### src/core/pwp_pkg.sv
package pwp_pkg;

  // Protection codes recognised by the rights decode
  localparam logic [15:0] PWP_CODE_BASIC_ONLY = 16'h0000;
  localparam logic [15:0] PWP_CODE_TO_EXT     = 16'h000b;
  localparam logic [15:0] PWP_CODE_TO_IO      = 16'h000c;
  localparam logic [15:0] PWP_CODE_ALL        = 16'h000d;
  localparam logic [15:0] PWP_CODE_LOCK_BASIC = 16'h100b;
  localparam logic [15:0] PWP_CODE_LOCK_ALL   = 16'h100d;
  localparam logic [15:0] PWP_CODE_RESET      = PWP_CODE_ALL;

  // Group numbers, one mask bit per group
  localparam int          PWP_NUM_GROUPS  = 5;
  localparam logic [2:0]  PWP_GRP_BASIC   = 3'h0;
  localparam logic [2:0]  PWP_GRP_GAIN    = 3'h1;
  localparam logic [2:0]  PWP_GRP_EXT     = 3'h2;
  localparam logic [2:0]  PWP_GRP_IO      = 3'h3;
  localparam logic [2:0]  PWP_GRP_SPECIAL = 3'h4;

  // Access masks, bit n set grants group n
  localparam logic [4:0]  PWP_MASK_NONE   = 5'h00;
  localparam logic [4:0]  PWP_MASK_BASIC  = 5'h01;
  localparam logic [4:0]  PWP_MASK_TO_EXT = 5'h07;
  localparam logic [4:0]  PWP_MASK_TO_IO  = 5'h0f;
  localparam logic [4:0]  PWP_MASK_ALL    = 5'h1f;

  typedef enum logic {PWP_ST_LOAD, PWP_ST_RUN} pwp_state_t;

endpackage : pwp_pkg

### src/core/pwp_rights_if.sv
interface pwp_rights_if;
  logic [15:0] code;
  logic [4:0]  rd_mask;
  logic [4:0]  wr_mask;
  logic        code_valid;

  modport dec (input code, output rd_mask, output wr_mask, output code_valid);
  modport usr (output code, input rd_mask, input wr_mask, input code_valid);
endinterface : pwp_rights_if

### src/core/pwp_rights_decode.sv
module pwp_rights_decode
  import pwp_pkg::*;
(
  pwp_rights_if.dec rights
);

  // Code to read mask, write mask, known flag
  function automatic logic [10:0] pwp_decode(input logic [15:0] code);
    logic [10:0] r;
    r = {PWP_MASK_BASIC, PWP_MASK_NONE, 1'b0};
    if (code == PWP_CODE_BASIC_ONLY) begin
      r = {PWP_MASK_BASIC, PWP_MASK_BASIC, 1'b1};
    end else if (code == PWP_CODE_TO_EXT) begin
      r = {PWP_MASK_TO_EXT, PWP_MASK_TO_EXT, 1'b1};
    end else if (code == PWP_CODE_TO_IO) begin
      r = {PWP_MASK_TO_IO, PWP_MASK_TO_IO, 1'b1};
    end else if (code == PWP_CODE_ALL) begin
      r = {PWP_MASK_ALL, PWP_MASK_ALL, 1'b1};
    end else if (code == PWP_CODE_LOCK_BASIC) begin
      r = {PWP_MASK_BASIC, PWP_MASK_NONE, 1'b1};
    end else if (code == PWP_CODE_LOCK_ALL) begin
      r = {PWP_MASK_ALL, PWP_MASK_NONE, 1'b1};
    end
    return r;
  endfunction

  // Rights table lookup
  // code to masks
  assign {rights.rd_mask, rights.wr_mask, rights.code_valid} = pwp_decode(rights.code);

endmodule : pwp_rights_decode

### src/core/pwp_access_guard.sv
// Behaviour
// - A newly written protection code is only applied at the next power-on or controller reset.
// - Code 000dh, the factory value, allows reading and writing of all five groups.
// - Code 0000h allows reading and writing of the basic group only.
// - Code 000bh opens basic, gain/filter and extension groups, 000ch adds I/O, special stays closed.
// - Codes 100bh and 100dh allow writes only to the lock setting, reads basic only or all groups.
// - Every parameter belongs to exactly one of five groups; other group numbers are refused.
module pwp_access_guard
  import pwp_pkg::*;
(
  input  wire logic        sys_clk_in,
  input  wire logic        rst_in,
  input  wire logic        ctrl_reset_in,
  input  wire logic [15:0] nv_code_in,
  input  wire logic        req_valid_in,
  input  wire logic        req_write_in,
  input  wire logic [2:0]  req_group_in,
  input  wire logic        req_lock_in,
  input  wire logic [15:0] req_wdata_in,
  output logic             ack_out,
  output logic             grant_out,
  output logic             deny_out,
  output logic [15:0]      active_code_out,
  output logic [15:0]      pending_code_out,
  output logic             code_valid_out
);

  pwp_state_t  state_q;
  logic [15:0] active_q;
  logic [15:0] pending_q;
  logic [2:0]  creset_sync_q;
  logic        apply_pulse;
  logic        ack_q;
  logic        grant_q;
  logic        deny_q;
  logic        grp_ok;
  logic        lock_target;
  logic        rd_ok;
  logic        wr_ok;
  logic        allow;
  logic        lock_wr;

  pwp_rights_if rights ();

  pwp_rights_decode u_decode (
    .rights (rights.dec)
  );

  assign rights.code = active_q;

  // Controller reset pin synchroniser and edge
  always_ff @(posedge sys_clk_in or posedge rst_in) begin
    if (rst_in) begin
      creset_sync_q <= 3'h0;
    end else begin
      creset_sync_q <= {creset_sync_q[1:0], ctrl_reset_in};
    end
  end

  assign apply_pulse = creset_sync_q[1] & ~creset_sync_q[2] & (state_q == PWP_ST_RUN);

  // Startup sequencer, loads stored code once
  always_ff @(posedge sys_clk_in or posedge rst_in) begin
    if (rst_in) begin
      state_q <= PWP_ST_LOAD;
    end else begin
      case (state_q)
        PWP_ST_LOAD: state_q <= PWP_ST_RUN;
        PWP_ST_RUN:  state_q <= PWP_ST_RUN;
        default:     state_q <= PWP_ST_LOAD;
      endcase
    end
  end

  // Permission check
  // group number range
  assign grp_ok      = req_group_in < 3'(PWP_NUM_GROUPS);
  assign lock_target = req_lock_in && (req_group_in == PWP_GRP_BASIC);
  assign rd_ok       = grp_ok && rights.rd_mask[req_group_in];
  assign wr_ok       = grp_ok && (rights.wr_mask[req_group_in] || lock_target);
  assign allow       = (state_q == PWP_ST_RUN) && (req_write_in ? wr_ok : rd_ok);
  assign lock_wr     = req_valid_in && req_write_in && lock_target && allow;

  // Active code, changes only on power-on load or controller reset
  // deferred code apply
  always_ff @(posedge sys_clk_in or posedge rst_in) begin
    if (rst_in) begin
      active_q <= PWP_CODE_RESET;
    end else if (state_q == PWP_ST_LOAD) begin
      active_q <= nv_code_in;
    end else if (apply_pulse) begin
      active_q <= pending_q;
    end
  end

  // Pending code, written through the lock setting
  // write held pending
  always_ff @(posedge sys_clk_in or posedge rst_in) begin
    if (rst_in) begin
      pending_q <= PWP_CODE_RESET;
    end else if (state_q == PWP_ST_LOAD) begin
      pending_q <= nv_code_in;
    end else if (lock_wr) begin
      pending_q <= req_wdata_in;
    end
  end

  // Answer one cycle after each request
  always_ff @(posedge sys_clk_in or posedge rst_in) begin
    if (rst_in) begin
      ack_q   <= 1'b0;
      grant_q <= 1'b0;
      deny_q  <= 1'b0;
    end else begin
      ack_q   <= req_valid_in;
      grant_q <= req_valid_in && allow;
      deny_q  <= req_valid_in && !allow;
    end
  end

  assign ack_out          = ack_q;
  assign grant_out        = grant_q;
  assign deny_out         = deny_q;
  assign active_code_out  = active_q;
  assign pending_code_out = pending_q;
  assign code_valid_out   = rights.code_valid;

  logic req_run;
  assign req_run = req_valid_in && (state_q == PWP_ST_RUN);
endmodule : pwp_access_guard

### config.mk
export PLATFORM = sky130hd
export DESIGN_NAME = pwp_access_guard
export DESIGN_NICKNAME = d
export VERILOG_FILES = /design/src/core/pwp_pkg.sv /design/src/core/pwp_rights_if.sv /design/src/core/pwp_rights_decode.sv /design/src/core/pwp_access_guard.sv
export SDC_FILE = /design/constraint.sdc
export NUM_CORES = 1
export LEC_CHECK = 0
export ABC_AREA = 0
export BUFFER_PORTS_ARGS = -buffer_cell sky130_fd_sc_hd__clkbuf_2
export CORE_AREA = 2 2 83 85
export CTS_BUF_LIST = sky130_fd_sc_hd__clkbuf_16
export CTS_CLUSTER_SIZE = 16
export DETAILED_ROUTE_END_ITERATION = 12
export DIE_AREA = 0 0 85 87
export PLACE_DENSITY = 0.53
export SLEW_MARGIN = 20
export SYNTH_ARGS = -nofsm -noshare
export SYNTH_HDL_FRONTEND = slang
export SYNTH_SLANG_ARGS = --single-unit
### constraint.sdc
create_clock -name sys_clk_in -period 3.9 [get_ports sys_clk_in]
set_input_delay 0.975 -clock sys_clk_in [delete_from_list [all_inputs] [get_ports sys_clk_in]]
set_output_delay 0.975 -clock sys_clk_in [all_outputs]
set_load 0.02 [all_outputs]
== After elaboration in Yosys (flattened, before gate mapping) ==
Index checks and enable logic that the tools add are counted.

* Memories kept: 0
* Memory bits (writable): 0
* ROM bits: 0
* Output and inout bits: 36
* Latch bits: 0
* Input bits: 41
* Register bits after elaboration: 39

* Add/subtract/negate cells: 0
* Multiplexer cells: 15
* Magnitude comparators: 2
* Shifts and indexed selects: 0
* Divide/modulo/power cells: 0
* Equal/unequal tests: 7
* Bitwise logic cells: 3
* Reduce and logical (&&, ||, !) cells: 13
* Multiply operators: 0

{| class="wikitable"
|+ Operator list
! operator !! number
|-
| 2-to-1 mux 11 bit || 6
|-
| 2-to-1 mux 16 bit || 4
|-
| == test 16 x 4 -> 1 bit, second input constant || 3
|-
| == test 16 x 13 -> 1 bit, second input constant || 2
|-
| zero test 16 bit || 1
|-
| logical AND 1 bit || 9
|-
| binary-select mux 1 bit (select 3 bit) || 2
|-
| < comparator 3 x 4 -> 1 bit, second input constant || 1
|-
| != test 2 x 1 -> 1 bit, second input constant || 2
|-
| zero test 3 bit || 1
|-
| < comparator 3 bit, second input constant || 1
|-
| 2-to-1 mux 1 bit || 3
|-
| bitwise AND 1 bit || 2
|-
| zero test 1 bit || 1
|-
| logical OR 1 bit || 1
|-
| inverter 1 bit || 1
|}

== Longest topological paths before layout ==
* Word-level depth: 16
* Gate-level depth with buffers: 6

== Cells and area by module ==
Synthesis repeated with hierarchy kept, for this count alone.

* Cells, all modules: 205
* Area total of the unflattened synthesis: 2016.9 sq um

{| class="wikitable"
|+ By module, submodules not included
! module !! cells each !! instances !! area an instance (sq um)
|-
| pwp_access_guard || 169 || 1 || 1831.8
|-
| pwp_rights_decode || 36 || 1 || 185.2
|}

== Worst setup path after synthesis ==
OpenSTA, ideal clock, no wires.

* Kind: reg-to-output
* Start: reg active_q[2] (netlist: active_code_out[2])
* End: out code_valid_out
* Arrival: 1375 ps
* Stages on the path, launching flop included: 6
* Buffers on the path: 0
* Setup slack: 1550 ps
* Path through: dfstp_2 nor2b_1 o21ai_0 o21ai_0 nand2_1 a21oi_1

* Longest elaborated chain between the ends: 7
* Elaborated cells on any way between the ends: 12
* Those cells by class: 5 x eq/ne; 6 x mux; 1 x reduce/logical

{| class="wikitable"
|+ RTL lines
! what !! line !! RTL
|-
| start, declared || pwp_access_guard.sv:29 || <nowiki>logic [15:0] active_q;</nowiki>
|-
| start signal, assigned || pwp_access_guard.sv:90 || <nowiki>active_q <= nv_code_in;</nowiki>
|-
| start signal, assigned || pwp_access_guard.sv:92 || <nowiki>active_q <= pending_q;</nowiki>
|-
| == test 16 x 13 -> 1 bit || pwp_rights_decode.sv:21 || <nowiki>end else if (code == PWP_CODE_LOCK_ALL) begin</nowiki>
|-
| 2-to-1 mux 11 bit || pwp_rights_decode.sv:21 ||
|-
| 2-to-1 mux 11 bit || pwp_rights_decode.sv:19 || <nowiki>end else if (code == PWP_CODE_LOCK_BASIC) begin</nowiki>
|-
| 2-to-1 mux 11 bit || pwp_rights_decode.sv:17 || <nowiki>end else if (code == PWP_CODE_ALL) begin</nowiki>
|-
| 2-to-1 mux 11 bit || pwp_rights_decode.sv:15 || <nowiki>end else if (code == PWP_CODE_TO_IO) begin</nowiki>
|-
| 2-to-1 mux 11 bit || pwp_rights_decode.sv:13 || <nowiki>end else if (code == PWP_CODE_TO_EXT) begin</nowiki>
|-
| 2-to-1 mux 11 bit * || pwp_rights_decode.sv:11 || <nowiki>if (code == PWP_CODE_BASIC_ONLY) begin</nowiki>
|-
| end, declared || pwp_access_guard.sv:25 || <nowiki>output logic code_valid_out</nowiki>
|}

Mark *: on every way between the ends. The rest lies on a longest branch, timed or not.

== Final worst setup path ==
Same ends and word-level chain as after synthesis.

==> tab_implementation.tex <==
\begin{tabular}{lr}
\hline
Metric & Value \\
\hline
\multicolumn{2}{l}{\textbf{Run status}} \\
Run status & completed \\
\multicolumn{2}{l}{\textbf{Synthesis}} \\
Post-synth top area cell & dfrtp\_1 \\
Post-synth EDFFs & 0 \\
Share of synthesized registers carrying an async set or reset & 100\% \\
Prevailing post-synth register cell & dfrtp\_1 \\
Mean Syn Cell Area & 10.3 um\^{}2 \\
Synthesis warning total & 0 \\
Portion of the post-synthesis area used by sequential elements & 51.4\% \\
Synthesized cell area & 1910 um\^{}2 \\
Synth Instances & 186 \\
Synth top area share & 43.1\% \\
Cell variety after synth & 33 \\
Net count of the mapped netlist & 227 \\
Top cells by count, synth & a21oi\_1 (36), nor2\_1 (34), dfrtp\_1 (33), mux2i\_1 (33), clkbuf\_1 (7) \\
Top area cells in the synthesized netlist & dfrtp\_1 (43\%), mux2i\_1 (17\%), a21oi\_1 (9.4\%), dfstp\_2 (8.2\%), nor2\_1 (6.7\%) \\
Most frequent cell after synthesis & a21oi\_1 \\
Flop and latch count out of synthesis & 39 \\
\multicolumn{2}{l}{\textbf{STA}} \\
Slew Limit Fails & 0 \\
Worst clock skew on the final layout & 0.00376 ns \\
Max\_slew headroom & 44.7\% \\
Setup repair after global routing missed its margin & no \\
Final period util & 66.4\% \\
Highest achievable clock rate & 386 MHz \\
Final Hold Vio Count & 0 \\
Worst slew pin tran & 0.828 ns \\
Clock period minus worst slack & 2.59 ns \\
Final worst hold slack & 0.364 ns \\
Setup-violating endpoint count in the final report & 0 \\
Aggregate negative setup slack & 0 ns \\
\multicolumn{2}{l}{\textbf{Global route}} \\
Overflow after GRT & 0 \\
Wire length of the first global-routing pass & 7160 um \\
Number of global-route vias before repair & 1433 \\
Pin count of the biggest net entering global routing & 40 \\
Global-route usage over all layers & 12.4\% \\
Initial antenna violation count & 0 \\
\multicolumn{2}{l}{\textbf{Clocking}} \\
Clock-pin slew on the worst setup and hold paths & 0.06 ns \\
Count of hold buffers inserted by post-cts repair & 0 \\
CTS Root Cell & clkbuf\_16 \\
Clock Sinks & 39 \\
Number of buffers created by CTS & 5 \\
Post\_cts resized & 0 \\
Max Root-Sink Buffers & 2 \\
Clock Latency Late Sink & 0.27 ns \\
Clock H-tree levels & 2 \\
Number of setup buffers added after CTS & 0 \\
Clock tree from TritonCTS & done \\
\multicolumn{2}{l}{\textbf{Worst setup path}} \\
Endpoint of the most critical register-to-register path & deny\_out\$\_DFF\_PP0\_ \\
Critical path type & flop to primary output \\
Count of buffer and inverter cells on the critical path & 1 \\
Nature of the critical path endpoint & primary output \\
Worst EP required & 2.92 ns \\
Critical path startpoint category & flop \\
Stage delay of the slowest cell on the critical path & 0.59 ns \\
Family of cells with the greatest summed delay on the critical path & flip-flops \\
Internal reg-to-reg setup slack & 2.17 ns \\
Ordered list of cells on the worst path & nor2b\_1 -> o21ai\_0 -> o21ai\_0 -> nand2\_1 -> a21oi\_1 -> clkbuf\_2 \\
Register-to-Register Path Depth & 5 \\
Most frequent cell on the critical path & o21ai\_0 \\
Arr. time, crit path & 1.61 ns \\
Largest fanout on the critical path & 7 \\
Source of the worst register-to-register timing path & active\_code\_out[3]\$\_DFFE\_PP1P\_ \\
Slowest cell on the critical path & dfstp\_2 \\
\multicolumn{2}{l}{\textbf{Cells and area}} \\
\# diodes & 0 \\
Fillcell total & 663 \\
Final non-filler cell total & 341 \\
Share of cells above drive strength 1 & 37.2\% \\
\# nets final & 301 \\
Relative area change from synthesis to final layout & 30.7\% \\
\multicolumn{2}{l}{\textbf{Floorplanning}} \\
Die width & 85 um \\
Effective utilization at floorplan & 29.1\% \\
Vertical die dimension & 87 um \\
Standard-cell rows & 30 \\
I/O pin cnt & 77 \\
Die area & 7400 um\^{}2 \\
Area of the core region & 6570 um\^{}2 \\
\multicolumn{2}{l}{\textbf{Placed design}} \\
Cell count after placement & 333 \\
Dpl hpwl & 3320 um \\
Number of input and output port buffers inserted & 76 \\
Routability cong. & 0.840 \\
\multicolumn{2}{l}{\textbf{Route}} \\
Wire length reported by the detailed router & 4440 um \\
Avg Vias per Cell & 4.65 \\
Final routed DRC violation total & 0 \\
Via count & 1585 \\
Drt wl/cell & 13.0 um \\
Drt first-iter violations & 52 \\
DRT antenna net count & 0 \\
Router iterations before antenna repair & 5 \\
\multicolumn{2}{l}{\textbf{Job}} \\
Maxcap violations & 0 \\
\multicolumn{2}{l}{\textbf{Hold path}} \\
Worst min-delay path endpoint & creset\_sync\_q[1]\$\_DFF\_PP0\_ \\
Instance count along the most critical hold path & 0 \\
HP Start & creset\_sync\_q[0]\$\_DFF\_PP0\_ \\
Class of the most critical hold timing path & flop to flop \\
\multicolumn{2}{l}{\textbf{Power}} \\
Power density over cell area & 435 nW/um\^{}2 \\
Maximum vdd drop & 178 uV \\
Reported leakage power & 1.15 nW \\
Post-layout total power & 1.09 mW \\
\hline
\end{tabular}
[how the worst max path moves through the flow]
stage | slack [ns] | startpoint | to | cells after the start
CTS | 1.29 | active_code_out[2]$_DFFE_PP1P_ | code_valid_out | 6
global placement | 1.26 | req_group_in[2] | pending_code_out[7]$_DFFE_PP0P_ | 6
global route | 1.13 | active_code_out[2]$_DFFE_PP1P_ | code_valid_out | 6
detailed placement | 1.17 | req_group_in[2] | pending_code_out[12]$_DFFE_PP0P_ | 6
floorplan | 1.55 | active_code_out[2]$_DFFE_PP1P_ | code_valid_out | 5
finish | 1.31 | active_code_out[2]$_DFFE_PP1P_ | code_valid_out | 6
[cell type report]
type	instances	area, um^2	area share, %
sequential	39	985	39.4
inverter	3	11.3	0.450
clock inverter	3	16.3	0.650
tap	80	100	4.00
multi-input combinational	133	868	34.7
timing repair buffer	78	395	15.8
clock buffer	5	125	5.00
[placed cells by master, fill, tap and decap left out, drive strengths merged]
master | Yosys | routed
clkbuf | 7 | 81
a21oi | 36 | 36
nor2 | 34 | 34
mux2i | 33 | 33
dfrtp | 33 | 33
dfstp | 6 | 6
nand2 | 4 | 4
inv | 3 | 4
nor3 | 3 | 3
o21ai | 3 | 3
nor2b | 2 | 2
buf | 4 | 2
nor4 | 2 | 2
nor4b | 2 | 2
and4 | 1 | 1
nand2b | 1 | 1
nand3 | 1 | 1
o21bai | 1 | 1
nand3b | 1 | 1
a31o | 1 | 1
and4b | 1 | 1
a31oi | 1 | 1
a21boi | 1 | 1
nand4 | 1 | 1
a211o | 1 | 1
o311ai | 1 | 1
o31a | 1 | 1
clkinvlp | 0 | 1
clkinv | 0 | 1
conb | 1 | 1
[metrics by stage]
step / area [um^2] / setup slack, ns / util, %
5_1_grt: 2500 / 1.13 / 38.1
6_report: 2500 / 1.31 / 38.1
3_3_place_gp: 2350 / 1.26 / 35.8
3_5_place_dp: 2350 / 1.17 / 35.8
2_1_floorplan: 1910 / 1.55 / -
4_1_cts: 2490 / 1.29 / 38.0
[state kept, by name, indices dropped and copies added, names as in the netlist]
| register | flops |
|---|---|
| ack_out | 1 |
| creset_sync_q | 3 |
| state_q | 1 |
| active_code_out | 16 |
| deny_out | 1 |
| grant_out | 1 |
| pending_code_out | 16 |
[cells by family after synthesis]
family | count (synthesis) | synth area share [%]
other cells | 1 | 0.196
mux | 33 | 17.3
flops | 39 | 51.4
simple gates | 53 | 14.2
compound gates | 46 | 13.1
buf+inv | 14 | 3.86
[report_power, final]
| part | internal, mW | switching [mW] | total (mW) |
|---|---|---|---|
| sequential | 0.451 | 0.0474 | 0.498 |
| clock | 0.233 | 0.151 | 0.384 |
| combinational | 0.0829 | 0.123 | 0.206 |
| total | 0.767 | 0.322 | 1.09 |
[per-layer routing]
metal	up-vias	GRT usage, %	part of all wire, %
met1	724	17.4	48
met5	-	0	0
met2	50	19.0	45
li1	806	-	-
met3	5	3.03	5.9
met4	0	3.90	0.95
Note: power is estimated with default switching activity, not from simulation.
